### config.mk
export PLATFORM = sky130hd
export DESIGN_NAME = fchb_host
export DESIGN_NICKNAME = d
export VERILOG_FILES = /design/src/rtl/fchb_lane_decode.v /design/src/rtl/fchb_host.v
export VERILOG_INCLUDE_DIRS = /design/src /design/src/include
export SDC_FILE = /design/constraint.sdc
export NUM_CORES = 1
export LEC_CHECK = 0
export ABC_AREA = 1
export BUFFER_PORTS_ARGS = -buffer_cell sky130_fd_sc_hd__clkbuf_2
export CORE_MARGIN = 5
export CORE_UTILIZATION = 40
export CTS_BUF_LIST = sky130_fd_sc_hd__clkbuf_4
export DETAILED_ROUTE_END_ITERATION = 10
export GPL_TIMING_DRIVEN = 0
export PLACE_DENSITY_LB_ADDON = 0.12
export RECOVER_POWER = 100
export SLEW_MARGIN = 20
export SYNTH_ARGS = -nofsm -noshare
export SYNTH_HDL_FRONTEND = slang
export SYNTH_SLANG_ARGS = --single-unit
### constraint.sdc
create_clock -name clk -period 2.1 [get_ports clk]
set_input_delay 0.42 -clock clk [delete_from_list [all_inputs] [get_ports clk]]
set_output_delay 0.42 -clock clk [all_outputs]
set_load 0.02 [all_outputs]
### src/include/fchb_defines.vh
// constants for the flash card host bus controller
`ifndef FCHB_DEFINES_VH
`define FCHB_DEFINES_VH
`define FCHB_ADDR_W 25
`define FCHB_DATA_W 16
`define FCHB_LANE_W 8
`define FCHB_T_ACC_NS 150
`define FCHB_T_SETUP_NS 40
`define FCHB_T_WP_NS 100
`define FCHB_T_HOLD_NS 40
`define FCHB_T_RST_NS 500
`define FCHB_CLK_NS 20
`define FCHB_ACC_CYC ((`FCHB_T_ACC_NS + `FCHB_CLK_NS - 1) / `FCHB_CLK_NS)
`define FCHB_SETUP_CYC ((`FCHB_T_SETUP_NS + `FCHB_CLK_NS - 1) / `FCHB_CLK_NS)
`define FCHB_WP_CYC ((`FCHB_T_WP_NS + `FCHB_CLK_NS - 1) / `FCHB_CLK_NS)
`define FCHB_HOLD_CYC ((`FCHB_T_HOLD_NS + `FCHB_CLK_NS - 1) / `FCHB_CLK_NS)
`define FCHB_RST_CYC ((`FCHB_T_RST_NS + `FCHB_CLK_NS - 1) / `FCHB_CLK_NS)
`define FCHB_SECTOR_SHIFT 15
`define FCHB_DEV2_SHIFT 19
`define FCHB_DEV4_SHIFT 20
`endif

### src/rtl/fchb_lane_decode.v
// lane select decoder from host address bit zero and byte/word mode
module fchb_lane_decode (
   hostAddr0, // host byte address bit zero
   byteMode, // high: byte access
   lowLaneSelect_n, // low lane select, active low
   highLaneSelect_n // high lane select, active low
);
   input wire hostAddr0;
   input wire byteMode;
   output wire lowLaneSelect_n;
   output wire highLaneSelect_n;

   // word: both lanes; byte: even byte on low lane, odd on high lane
   assign lowLaneSelect_n = byteMode & hostAddr0;
   assign highLaneSelect_n = byteMode & ~hostAddr0;
endmodule

### src/rtl/fchb_host.v
// host controller driving the flash card bus pins
// Operation
// - read strobe low, data valid after access
// - narrow host flag ignored, use high lane
// - voltage sense open means five volt card
// - lane selects decoded from bit zero, mode
// - only listed select/strobe combinations used
// - multi device-pair erase needs more current
// - host leaves erase-affected addresses to software
`include "fchb_defines.vh"
module fchb_host #(
   parameter ADDR_W = `FCHB_ADDR_W, // card word address width
   parameter DATA_W = `FCHB_DATA_W, // data bus width
   parameter ACC_CYC = `FCHB_ACC_CYC, // read strobe low cycles
   parameter SETUP_CYC = `FCHB_SETUP_CYC, // address setup cycles
   parameter WP_CYC = `FCHB_WP_CYC, // write strobe low cycles
   parameter HOLD_CYC = `FCHB_HOLD_CYC, // hold after strobe rise
   parameter RST_CYC = `FCHB_RST_CYC // card reset low cycles
) (
   clk, // system clock
   sys_rst, // synchronous reset, active high
   reqValid, // request strobe
   reqReady, // controller idle
   reqWrite, // high: write, low: read
   reqByte, // high: byte access
   reqAddr, // host byte address
   reqWdata, // write data, byte in its own lane
   reqCardReset, // request card reset pulse
   rspValid, // one-cycle completion pulse
   rspRdata, // read data
   cardPresent, // seated detect low and early insert seen
   cardEarly, // early insert seen
   card5V, // both voltage sense open
   cardReady, // card not busy
   cardAddr, // card word address pins
   outEnable_n, // read strobe
   writeEnable_n, // write strobe
   low_lane_select_n, // low lane select
   high_lane_select_n, // high lane select
   cardReset_n, // card reset pin
   narrow_host_flag_n, // bus size flag, held high
   dataIn, // data pins in
   dataOut, // data pins out
   dataOe, // per-lane drive enables
   flash_ready_busy_n, // card busy pin
   seated_detect_n, // seated detect pin
   early_insert_detect_n, // early insert pin
   voltage_sense_first_n, // voltage sense 1
   voltage_sense_second_n // voltage sense 2
);
   input wire clk;
   input wire sys_rst;
   input wire reqValid;
   output wire reqReady;
   input wire reqWrite;
   input wire reqByte;
   input wire [ADDR_W:0] reqAddr;
   input wire [DATA_W-1:0] reqWdata;
   input wire reqCardReset;
   output wire rspValid;
   output wire [DATA_W-1:0] rspRdata;
   output wire cardPresent;
   output wire cardEarly;
   output wire card5V;
   output wire cardReady;
   output wire [ADDR_W-1:0] cardAddr;
   output wire outEnable_n;
   output wire writeEnable_n;
   output wire low_lane_select_n;
   output wire high_lane_select_n;
   output wire cardReset_n;
   output wire narrow_host_flag_n;
   input wire [DATA_W-1:0] dataIn;
   output wire [DATA_W-1:0] dataOut;
   output wire [1:0] dataOe;
   input wire flash_ready_busy_n;
   input wire seated_detect_n;
   input wire early_insert_detect_n;
   input wire voltage_sense_first_n;
   input wire voltage_sense_second_n;

   localparam [2:0] ST_IDLE = 3'H0;
   localparam [2:0] ST_SETUP = 3'H1;
   localparam [2:0] ST_STROBE = 3'H2;
   localparam [2:0] ST_HOLD = 3'H3;
   localparam [2:0] ST_RESET = 3'H4;
   localparam [2:0] ST_DONE = 3'H5;

   reg [2:0] state_ff, nxt_state;
   reg [15:0] cnt_ff, nxt_cnt;
   reg write_ff, nxt_write;
   reg [ADDR_W-1:0] addr_ff, nxt_addr;
   reg [DATA_W-1:0] wdata_ff, nxt_wdata;
   reg [DATA_W-1:0] rdata_ff, nxt_rdata;
   reg selByte_ff, nxt_selByte;
   reg selOdd_ff, nxt_selOdd;
   reg oe_ff, nxt_oe;
   reg we_ff, nxt_we;
   reg drive_ff, nxt_drive;
   reg rst_ff, nxt_rst;
   reg done_ff, nxt_done;
   reg early_ff;
   reg [3:0] pinSample_ff;
   wire decLow_n;
   wire decHigh_n;

   fchb_lane_decode u_dec (
      .hostAddr0(selOdd_ff),
      .byteMode(selByte_ff),
      .lowLaneSelect_n(decLow_n),
      .highLaneSelect_n(decHigh_n)
   );

   // selects held inactive outside a cycle so lanes stay floated
   wire active = (state_ff == ST_SETUP) | (state_ff == ST_STROBE) | (state_ff == ST_HOLD);
   assign low_lane_select_n = active ? decLow_n : 1'B1;
   assign high_lane_select_n = active ? decHigh_n : 1'B1;
   assign outEnable_n = ~oe_ff;
   assign writeEnable_n = ~we_ff;
   assign cardReset_n = ~rst_ff;
   assign narrow_host_flag_n = 1'B1;
   assign cardAddr = addr_ff;
   assign dataOut = wdata_ff;
   // drive only the selected lanes, and never while read strobe low
   assign dataOe = {drive_ff & ~decHigh_n, drive_ff & ~decLow_n};
   assign reqReady = (state_ff == ST_IDLE);
   assign rspValid = done_ff;
   assign rspRdata = rdata_ff;
   assign cardPresent = ~pinSample_ff[0] & early_ff;
   assign cardEarly = early_ff;
   assign card5V = pinSample_ff[2] & pinSample_ff[3];
   assign cardReady = pinSample_ff[1];

   always @(posedge clk) begin
      if (sys_rst) begin
         pinSample_ff <= 4'H0;
         early_ff <= 1'B0;
      end else begin
         pinSample_ff <= {voltage_sense_second_n, voltage_sense_first_n,
            flash_ready_busy_n, seated_detect_n};
         // early contact latches until card leaves entirely
         early_ff <= ~early_insert_detect_n | (early_ff & ~seated_detect_n);
      end
   end

   always @* begin
      nxt_state = state_ff;
      nxt_cnt = cnt_ff;
      nxt_write = write_ff;
      nxt_addr = addr_ff;
      nxt_wdata = wdata_ff;
      nxt_rdata = rdata_ff;
      nxt_selByte = selByte_ff;
      nxt_selOdd = selOdd_ff;
      nxt_oe = oe_ff;
      nxt_we = we_ff;
      nxt_drive = drive_ff;
      nxt_rst = rst_ff;
      nxt_done = 1'B0;
      case (state_ff)
         ST_IDLE: begin
            // erase scope and supply budget stay with software
            if (reqCardReset) begin
               nxt_rst = 1'B1;
               nxt_cnt = RST_CYC[15:0];
               nxt_state = ST_RESET;
            end else if (reqValid) begin
               nxt_addr = reqAddr[ADDR_W:1];
               nxt_selOdd = reqAddr[0];
               nxt_selByte = reqByte;
               nxt_write = reqWrite;
               nxt_wdata = reqWdata;
               nxt_cnt = SETUP_CYC[15:0];
               nxt_state = ST_SETUP;
            end
         end
         ST_SETUP: begin
            // address settles before either strobe falls
            if (cnt_ff <= 16'H0001) begin
               if (write_ff) begin
                  nxt_we = 1'B1;
                  nxt_drive = 1'B1;
                  nxt_cnt = WP_CYC[15:0];
               end else begin
                  nxt_oe = 1'B1;
                  nxt_cnt = ACC_CYC[15:0];
               end
               nxt_state = ST_STROBE;
            end else begin
               nxt_cnt = cnt_ff - 16'H0001;
            end
         end
         ST_STROBE: begin
            if (cnt_ff <= 16'H0001) begin
               if (write_ff) begin
                  nxt_we = 1'B0;
               end else begin
                  // each byte kept on its own lane
                  nxt_rdata = dataIn;
                  nxt_oe = 1'B0;
               end
               nxt_cnt = HOLD_CYC[15:0];
               nxt_state = ST_HOLD;
            end else begin
               nxt_cnt = cnt_ff - 16'H0001;
            end
         end
         ST_HOLD: begin
            // data held past write strobe rise for capture
            if (cnt_ff <= 16'H0001) begin
               nxt_drive = 1'B0;
               nxt_state = ST_DONE;
            end else begin
               nxt_cnt = cnt_ff - 16'H0001;
            end
         end
         ST_RESET: begin
            if (cnt_ff <= 16'H0001) begin
               nxt_rst = 1'B0;
               nxt_state = ST_DONE;
            end else begin
               nxt_cnt = cnt_ff - 16'H0001;
            end
         end
         ST_DONE: begin
            nxt_done = 1'B1;
            nxt_state = ST_IDLE;
         end
         default: begin
            nxt_state = ST_IDLE;
         end
      endcase
   end

   always @(posedge clk) begin
      if (sys_rst) begin
         state_ff <= ST_IDLE;
         cnt_ff <= 16'H0000;
         write_ff <= 1'B0;
         addr_ff <= {ADDR_W{1'B0}};
         wdata_ff <= {DATA_W{1'B0}};
         rdata_ff <= {DATA_W{1'B0}};
         selByte_ff <= 1'B0;
         selOdd_ff <= 1'B0;
         oe_ff <= 1'B0;
         we_ff <= 1'B0;
         drive_ff <= 1'B0;
         rst_ff <= 1'B0;
         done_ff <= 1'B0;
      end else begin
         state_ff <= nxt_state;
         cnt_ff <= nxt_cnt;
         write_ff <= nxt_write;
         addr_ff <= nxt_addr;
         wdata_ff <= nxt_wdata;
         rdata_ff <= nxt_rdata;
         selByte_ff <= nxt_selByte;
         selOdd_ff <= nxt_selOdd;
         oe_ff <= nxt_oe;
         we_ff <= nxt_we;
         drive_ff <= nxt_drive;
         rst_ff <= nxt_rst;
         done_ff <= nxt_done;
      end
   end
endmodule

==> out/metrics.cfg, run 1 <==
[clock_tree]
ctsRootBufferMaster=clkbuf_4
cts_tree=done
postCtsSetupRepairBufs=0
numCtsBuffers=9
cts_buffer_depth=2
clk_pin_slew_ns=0.14
clock_latency_ns=0.43
htree_levels=3
numClockSinks=89
cts_hold_buf=0

[critical_path]
ff2ff_setup_slack_ns=0.23
reg2reg_to=cnt_ff[5]
timing.rr.start=cnt_ff[0]
path_buf_inv=2
cp_slowest_stage_delay_ns=0.39
crit_family=simple AND/OR/NAND/NOR gates
crit_path_end_kind=flop
ff2ff_path_depth=13
crit_type=reg -> reg
worstSetupStartpointType=flop
arrival_ns=2.21
critical_path.max_fanout=7
crit_chain=inv_1 > ha_2 > inv_2 > nand2_1 > nand2_1 > nor2_4 > nand2_2 > nand2_1 > nand2_1 > nor2_2 > nand2_2 > nand2_4 > nor2_1
worstPathRequired_ns=2.43
crit_slowest_cell=dfxtp_1
crit_top_cell=nand2_1

[die]
die_area_um2=11700
die_x_um=108
row_count=35
io_pins=140
start_util_pct=41.2
core_um2=9330
die_h_um=108

[placement]
place_hpwl_um=7950
place_congestion=0.812
port_buffers=138

[grt]
grt_pass1_wl_um=16900
grt_remaining_overflow=0
antenna_found_initial=0
grt_max_degree=16
grtUsageTotal_pct=17.9
grt_pass1_vias=3777

[route]
antenna_left=0
drt_pre_antenna_iters=4
vias=3725
routed_wl_um=10100
avgViaCountPerCell=4.54
drt_iter0_drc=168
routedWlPerCell_um=12.3
route.detailed.drc=0

[worst_hold_path]
hp-class=in -> reg
min_from=early_insert_detect_n
whs_endpoint=cardEarly
holdPathStages=2

[synthesis]
syn_inst=538
synth.net_count=609
yosysSeqAreaShare_pct=46.3
yosysWarnings=0
ys_seq_elements=89
synth_area_um2=3840
synth.avg_cell_area_um2=7.15
synth.distinct_cells=31

[power]
p_switching_uw=3170
p_clk_share_pct=16.1
intPower_uw=3660
switching_share_pct=46.4
powerDensity_nw_per_um2=1430
vdd_drop_max_uv=524
seq_power_share_pct=34.3
p_comb_share_pct=49.6
p_leak_uw=0.00227

[timing]
tns_ns=0
post-route-period-util_pct=89.2
fmax_ghz=0.534
final_hold_viol_count=0
whs_ns=0.160
relSlewSlack_pct=66.5
grt_setup_unrepaired=false
setup_viol=0
drv_slew=0
finClkSkew_ns=0.0132
worst_slew_pin_slew_ns=0.503
period_needed_ns=1.87

[cells_and_area]
antenna_cells=0
drive_gt1_share_pct=19.0
layout_commonest_cell=nor2_1
nets=758
area_growth_pct=23.9
layout_common_cells=nor2_1 (152), dfxtp_1 (89), clkbuf_1 (79)

[status]
status=finished, final reports clean

[flow_run]
cap_violations=0

[registers in the layout, indices dropped and copies added (netlist names)]
register	count
we_ff	1
rspValid	1
cardEarly	1
write_ff	1
oe_ff	1
rst_ff	1
drive_ff	1
rspRdata	16
state_ff	3
selOdd_ff	1
cnt_ff	16
dataOut	16
cardAddr	25
selByte_ff	1
pinSample_ff	4
[layer usage]
metal | vias up | wire length, um | global-route usage (%)
met5 | - | 0 | 0
met1 | 1618 | 4440 | 21.5
met4 | 0 | 125 | 4.69
met3 | 11 | 1010 | 7.64
li1 | 1983 | - | -
met2 | 113 | 4520 | 29.4
[worst max-delay path by stage]
stage | startpoint | endpoint | slack [ns] | cells past startpoint
after floorplan | cnt_ff[0] | rspRdata[10] | 0.47 | 12
after global placement | cnt_ff[0] | cnt_ff[7] | 0.18 | 13
after detailed placement | cnt_ff[0] | cnt_ff[5] | 0.17 | 13
after CTS | cnt_ff[0] | cnt_ff[5] | 0.13 | 13
after global routing | state_ff[0] | dataOut[11] | 0.004 | 9
final | cnt_ff[0] | cnt_ff[5] | 0.23 | 13
[power by group through the flow]
stage | clock network (uW) | registers (uW) | logic, uW
after floorplan | 0 | 2590 | 2400
after global routing | 1210 | 2390 | 3890
after detailed placement | 0 | 2380 | 3490
after global placement | 0 | 2370 | 3450
after CTS | 1130 | 2340 | 3500
final | 1100 | 2340 | 3390
[timing repair]
action	CTS	global route
endpoints found under the setup margin	0	10
hold endpoints to repair	0	0
gates resized for setup	0	2
[final cells by class]
type	count	area, um^2
Clock buffer	10	75.1
Buffer	20	108
Inverter	55	211
Clock inverter	5	88.8
Tap cell	129	161
Multi-Input combinational cell	374	1730
Fill cell	988	4570
Timing Repair Buffer	138	602
Sequential cell	89	1780
[per-stage QoR]
step | util, % | area [um^2] | instances | total power [uW] | setup WS [ns]
2_1_floorplan | - | 3840 | 538 | 4990 | 0.468
3_3_place_gp | 50.4 | 4700 | 805 | 5820 | 0.181
3_5_place_dp | 50.4 | 4700 | 805 | 5860 | 0.168
4_1_cts | 52.1 | 4860 | 820 | 6980 | 0.133
5_1_grt | 51.1 | 4760 | 820 | 7480 | 0.00357
6_report | 51.1 | 4760 | 820 | 6820 | 0.227
[cell families after synthesis]
logic type / share of synthesized area, %
simple gates: 31.5
xor+xnor: 0.911
buf+inv: 8.33
other cells: 0.0975
fa+ha+maj: 0.651
compound gates: 12.2
flops: 46.3
[cells in the mapped netlist]
| master | instances | area share [%] |
|---|---|---|
| a21oi_1 | 18 | 2.3 |
| buf_2 | 9 | 1.2 |
| buf_4 | 2 | 0.39 |
| buf_6 | 2 | 0.59 |
| clkbuf_1 | 7 | 0.68 |
| conb_1 | 1 | 0.098 |
| dfxtp_1 | 89 | 46 |
| ha_1 | 2 | 0.65 |
| inv_1 | 45 | 4.4 |
| inv_2 | 8 | 0.78 |
| inv_4 | 2 | 0.33 |
| nand2_1 | 67 | 6.5 |
| nand2_2 | 8 | 1.3 |
| nand2_8 | 1 | 0.52 |
| nand3_1 | 21 | 2.7 |
| nand3_2 | 3 | 0.78 |
| nand3_4 | 1 | 0.46 |
| nand3b_1 | 2 | 0.39 |
| nand4_1 | 2 | 0.33 |
| nor2_1 | 150 | 15 |
| nor2_2 | 11 | 1.8 |
| nor2_4 | 4 | 1.2 |
| nor3_1 | 3 | 0.39 |
| nor3_2 | 1 | 0.26 |
| nor4_1 | 1 | 0.16 |
| o21ai_0 | 67 | 8.7 |
| o21ai_1 | 4 | 0.52 |
| o21ai_2 | 1 | 0.23 |
| o21bai_1 | 2 | 0.39 |
| xnor2_1 | 3 | 0.68 |
| xor2_1 | 1 | 0.23 |
Power figures use the tool's default switching activity.
==> inputs of run 2 (changes only) <==
--- a/config.mk
+++ b/config.mk
@@ -12,7 +12,6 @@
 export CORE_UTILIZATION = 40
 export CTS_BUF_LIST = sky130_fd_sc_hd__clkbuf_4
 export DETAILED_ROUTE_END_ITERATION = 10
-export GPL_TIMING_DRIVEN = 0
 export PLACE_DENSITY_LB_ADDON = 0.12
 export RECOVER_POWER = 100
 export SLEW_MARGIN = 20
==> out/metrics.cfg, run 2 (synthesis results as in run 1) <==
[cells_and_area]
nets=742  ; was 758
regArea_um2=1780  ; unchanged
final_core_utilization_pct=50.3  ; was 51.1%
layout_common_cells=nor2_1 (152), dfxtp_1 (89), clkbuf_1 (72)  ; was nor2_1 (152), dfxtp_1 (89), clkbuf_1 (79)
multi_input_area_um2=1740  ; was 1730 um^2
n_fill_cell=987  ; was 988
largest_reg_flops=25  ; unchanged
final-instance-count-excl-fill=805  ; was 820
antenna_cells=0  ; unchanged
area_growth_pct=22.0  ; was 23.9%
layout_commonest_cell=nor2_1  ; unchanged
drive_gt1_share_pct=17.8  ; was 19.0%

[power]
p_leak_uw=0.00222  ; was 0.00227 uW
powerDensity_nw_per_um2=1440  ; was 1430 nW/um^2
vdd_drop_max_uv=539  ; was 524 uV
total_power_uw=6760  ; was 6820 uW

[placement]
preCtsSetupSlack_ns=0.205  ; was 0.168 ns
place_congestion=0.850  ; was 0.812
place_hpwl_um=7260  ; was 7950 um
placed_cells=789  ; was 805
port_buffers=138  ; unchanged

[grt]
grtUsageTotal_pct=17.1  ; was 17.9%
grt-busiest-layer=met2  ; unchanged
grt_pass1_vias=3702  ; was 3,777
grt_use_met1_pct=20.8  ; was 21.5%
grt_max_degree=73  ; was 16
grtUsageMet2_pct=27.2  ; was 29.4%
met3_usage_pct=8.18  ; was 7.64%
antenna_found_initial=0  ; unchanged
grt_remaining_overflow=0  ; unchanged
grt_pass1_wl_um=16300  ; was 16,900 um

[critical_path]
reg2reg_to=cnt_ff[6]  ; was cnt_ff[5]
cp_slowest_stage_delay_ns=0.38  ; was 0.39 ns
arrival_ns=2.19  ; was 2.21 ns
ff2ff_setup_slack_ns=0.23  ; about the same
crit_path_end_kind=flop  ; unchanged
worstPathRequired_ns=2.42  ; was 2.43 ns
crit_slowest_cell=dfxtp_1  ; unchanged
timing.rr.start=cnt_ff[0]  ; unchanged
crit_type=reg -> reg  ; unchanged
crit_chain=inv_1 > ha_2 > inv_2 > nand2_1 > nand2_1 > nor2_4 > nand2_2 > nand2_1 > nand2_1 > nor2_2 > nand2_2 > nand2_2 > nor2_1  ; was inv_1 > ha_2 > inv_2 > nand2_1 > nand2_1 > nor2_4 > nand2_2 > nand2_1 > nand2_1 > nor2_2 > nand2_2 > nand2_4 > nor2_1
worstSetupStartpointType=flop  ; unchanged
ff2ff_path_depth=13  ; unchanged
crit_top_cell=nand2_1  ; unchanged
critical_path.max_fanout=7  ; unchanged

[route]
routed_wl_um=9820  ; was 10,100 um
avgViaCountPerCell=4.69  ; was 4.54
route.detailed.drc=0  ; unchanged
drt_pre_antenna_iters=4  ; unchanged
drt_iter0_drc=190  ; was 168
routedWlPerCell_um=12.2  ; was 12.3 um
vias=3775  ; was 3,725
antenna_left=0  ; unchanged

[clock_tree]
clock_latency_ns=0.43  ; about the same
numClockSinks=89  ; unchanged
cts_buffer_depth=2  ; unchanged
ctsRootBufferMaster=clkbuf_4  ; unchanged
numCtsBuffers=9  ; unchanged
clk_pin_slew_ns=0.14  ; about the same
cts_tree=done  ; unchanged
htree_levels=3  ; unchanged

[timing]
period_needed_ns=1.87  ; about the same
worst_slew_pin_slew_ns=0.740  ; was 0.503 ns
fmax_ghz=0.536  ; was 0.534 GHz
post-route-period-util_pct=88.8  ; was 89.2%
tns_ns=0  ; unchanged
finClkSkew_ns=0.0163  ; was 0.0132 ns
drv_slew=0  ; unchanged
final_hold_viol_count=0  ; unchanged
relSlewSlack_pct=50.6  ; was 66.5%
setup_viol=0  ; unchanged
worst_slack_ns=0.234  ; was 0.227 ns
grt_setup_unrepaired=false  ; unchanged

[worst_hold_path]
holdPathStages=2  ; unchanged
hp-class=in -> reg  ; unchanged
min_from=early_insert_detect_n  ; unchanged
whs_endpoint=cardEarly  ; unchanged

[die]
die_h_um=108  ; unchanged
io_pins=140  ; unchanged
start_util_pct=41.2  ; unchanged
die_area_um2=11700  ; unchanged
die_x_um=108  ; unchanged
row_count=35  ; unchanged
core_um2=9330  ; unchanged

[status]
status=finished, final reports clean  ; unchanged

[flow_run]
cap_violations=0  ; unchanged

-- run 2: changes by cell type in the layout (fill, tap and decap cells not counted), sizes merged --
cell      delta
inv          -1
clkinvlp     +1
clkinv       +2
clkbuf       -9
buf          -8
-- run 2: routing by layer --
| layer | vias to the layer above | share of wire (%) | routed length [um] |
|---|---|---|---|
| met4 | 0 | 2.0 | 197 |
| met5 | - | 0 | 0 |
| li1 | 1951 | - | - |
| met1 | 1686 | 44 | 4280 |
| met3 | 20 | 9.7 | 949 |
| met2 | 118 | 45 | 4400 |
-- run 2: critical path: cells and delay by family, from the launching register on --
kind / cells / cell delay [ns]
and+or+nand+nor: 10 / 0.97
DFF: 1 / 0.38
adders and majority gates: 1 / 0.25
buffers and inverters: 2 / 0.15
-- run 2: worst max-delay path by stage --
stage	cells after the start	start	end	slack [ns]
global route	13	cnt_ff[0]	cnt_ff[7]	0.004
floorplan	12	cnt_ff[0]	rspRdata[10]	0.47
CTS	13	cnt_ff[0]	cnt_ff[7]	0.17
detailed placement	13	cnt_ff[0]	cnt_ff[8]	0.20
global placement	13	cnt_ff[0]	cnt_ff[5]	0.27
finish	13	cnt_ff[0]	cnt_ff[6]	0.23
-- run 2: report_power, final --
part           total (uW)  internal, uW  switching (uW)
sequential           2340          2070             273
combinational        3340          1040            2300
clock                1070           482             591
-- run 2: repair_timing --
item                                    CTS  global route
setup buffers                             0             0
hold buffers                              0             0
hold endpoints to repair                  0             0
endpoints found under the setup margin    0             6
gates resized for setup                   0             1
-- run 2: area by class of cell --
type / instances / area share (%)
clock buffers: 9 / 1.44
clock inverters: 7 / 1.97
inverters: 55 / 4.51
multi-input cells: 374 / 37.0
flip-flops and latches: 89 / 38.0
well taps: 129 / 3.44
repair buffers: 142 / 13.6
-- run 2: stage by stage --
| step | cell area [um^2] | hold slack [ns] |
|---|---|---|
| final | 4690 | 0.148 |
| after global routing | 4690 | 0.0974 |
| after CTS | 4790 | 0.120 |
| after detailed placement | 4630 | 0.461 |
| after global placement | 4630 | 0.451 |
| after floorplan | 3840 | 0.439 |
==> inputs of run 3 (changes only) <==
--- a/config.mk
+++ b/config.mk
@@ -12,6 +12,7 @@
 export CORE_UTILIZATION = 40
 export CTS_BUF_LIST = sky130_fd_sc_hd__clkbuf_4
 export DETAILED_ROUTE_END_ITERATION = 10
+export MAX_ROUTING_LAYER = met4
 export PLACE_DENSITY_LB_ADDON = 0.12
 export RECOVER_POWER = 100
 export SLEW_MARGIN = 20
==> out/metrics.cfg, run 3 (synthesis results as in run 1) <==
[critical_path]
worstSetupStartpointType=flop  ; unchanged
crit_type=reg -> reg  ; unchanged
crit_path_end_kind=flop  ; unchanged
critical_path.max_fanout=7  ; unchanged
worstPathRequired_ns=2.43  ; was 2.42 ns
arrival_ns=2.19  ; about the same

[timing]
fmax_ghz=0.536  ; about the same
post-route-period-util_pct=88.9  ; was 88.8%
grt_setup_unrepaired=false  ; unchanged
tns_ns=0  ; unchanged
worst_slack_ns=0.233  ; was 0.234 ns
finClkSkew_ns=0.0152  ; was 0.0163 ns
drv_slew=0  ; unchanged
final_hold_viol_count=0  ; unchanged
relSlewSlack_pct=50.2  ; was 50.6%
period_needed_ns=1.87  ; about the same
setup_viol=0  ; unchanged
worst_slew_pin_slew_ns=0.746  ; was 0.740 ns

[worst_hold_path]
hp-class=in -> reg  ; unchanged

[clock_tree]
numCtsBuffers=9  ; unchanged
clk_pin_slew_ns=0.15  ; was 0.14 ns
htree_levels=3  ; unchanged
ctsRootBufferMaster=clkbuf_4  ; unchanged
clock_latency_ns=0.43  ; about the same
cts_buffer_depth=2  ; unchanged
cts_tree=done  ; unchanged
numClockSinks=89  ; unchanged
postCtsSetupRepairBufs=0  ; unchanged
cts_hold_buf=0  ; unchanged
cts_resized=0  ; unchanged

[die]
die_area_um2=11700  ; unchanged
io_pins=140  ; unchanged
core_um2=9330  ; unchanged
die_h_um=108  ; unchanged
row_count=35  ; unchanged
die_x_um=108  ; unchanged
start_util_pct=41.2  ; unchanged

[grt]
antenna_found_initial=0  ; unchanged
grt_pass1_vias=3701  ; was 3,702
grt_remaining_overflow=0  ; unchanged
grt_max_degree=73  ; unchanged
grtUsageTotal_pct=17.6  ; was 17.1%
grt_pass1_wl_um=16300  ; about the same

[placement]
placed_cell_area_um2=4630  ; unchanged
preCtsSetupSlack_ns=0.205  ; unchanged
place_congestion=0.864  ; was 0.850
port_buffers=138  ; unchanged
place_hpwl_um=7260  ; unchanged

[route]
routed_wl_um=9820  ; about the same
drt_iter0_drc=185  ; was 190
drt_pre_antenna_iters=4  ; unchanged
antenna_left=0  ; unchanged
avgViaCountPerCell=4.70  ; was 4.69
vias=3782  ; was 3,775
route.detailed.drc=0  ; unchanged
routedWlPerCell_um=12.2  ; about the same

[cells_and_area]
antenna_cells=0  ; unchanged
drive_gt1_share_pct=17.8  ; unchanged
nets=742  ; unchanged
largest_reg_flops=25  ; unchanged
n_fill_cell=987  ; unchanged
fin_area_um2=4690  ; unchanged
layout_common_cells=nor2_1 (152), dfxtp_1 (89), clkbuf_1 (72)  ; unchanged
layout_commonest_cell=nor2_1  ; unchanged
area_growth_pct=22.0  ; unchanged

[power]
powerDensity_nw_per_um2=1440  ; about the same
vdd_drop_max_uv=534  ; was 539 uV
p_leak_uw=0.00222  ; unchanged

[flow_run]
cap_violations=0  ; unchanged

[status]
status=finished, final reports clean  ; unchanged

run 3: power breakdown:
group	internal (uW)	switching (uW)	total, uW
clock	482	593	1070
sequential	2070	272	2340
combinational	1040	2300	3350
total	3590	3170	6760
run 3: path summary, 6_finish.rpt:
path | from | end | slack [ns] | cells after the start
max | cnt_ff[0] | cnt_ff[7] | 0.23 | 13
min | early_insert_detect_n | cardEarly | 0.15 | 2
max reg2reg | cnt_ff[0] | cnt_ff[7] | 0.23 | 13
min reg2reg | oe_ff | oe_ff | 0.48 | 2
run 3: routing by layer:
metal	vias to the layer above	share of wire, %	GRT usage [%]
met2	123	45	27.2
met4	0	2.1	5.41
met5	-	0	-
met1	1688	44	21.3
met3	22	8.9	6.63
li1	1949	-	-
run 3: cell type report:
| cell class | count | area, um^2 | share of cell area, % |
|---|---|---|---|
| sequential | 89 | 1780 | 38.0 |
| inverter | 55 | 211 | 4.51 |
| clock buffer | 9 | 67.6 | 1.44 |
| multi-input combinational | 374 | 1740 | 37.0 |
| tap | 129 | 161 | 3.44 |
| timing repair buffer | 142 | 638 | 13.6 |
| clock inverter | 7 | 92.6 | 1.97 |
run 3: critical path: stages (launching register included):
cell     delay [ns]
dfxtp_1        0.38
inv_1          0.11
ha_2           0.25
inv_2          0.04
nand2_1        0.05
nand2_1        0.07
nor2_4         0.13
nand2_2        0.11
nand2_1        0.09
nand2_1        0.12
nor2_2         0.13
nand2_2        0.10
nand2_2        0.12
nor2_1         0.06
run 3: per-stage QoR:
| step | util, % | total power [uW] | hold WS (ns) | std cells |
|---|---|---|---|---|
| floorplan | - | 4990 | 0.439 | 538 |
| detailed placement | 49.6 | 5830 | 0.461 | 789 |
| global placement | 49.6 | 5790 | 0.451 | 789 |
| finish | 50.3 | 6760 | 0.147 | 805 |
| global route | 50.3 | 7360 | 0.109 | 805 |
| CTS | 51.4 | 6910 | 0.120 | 805 |
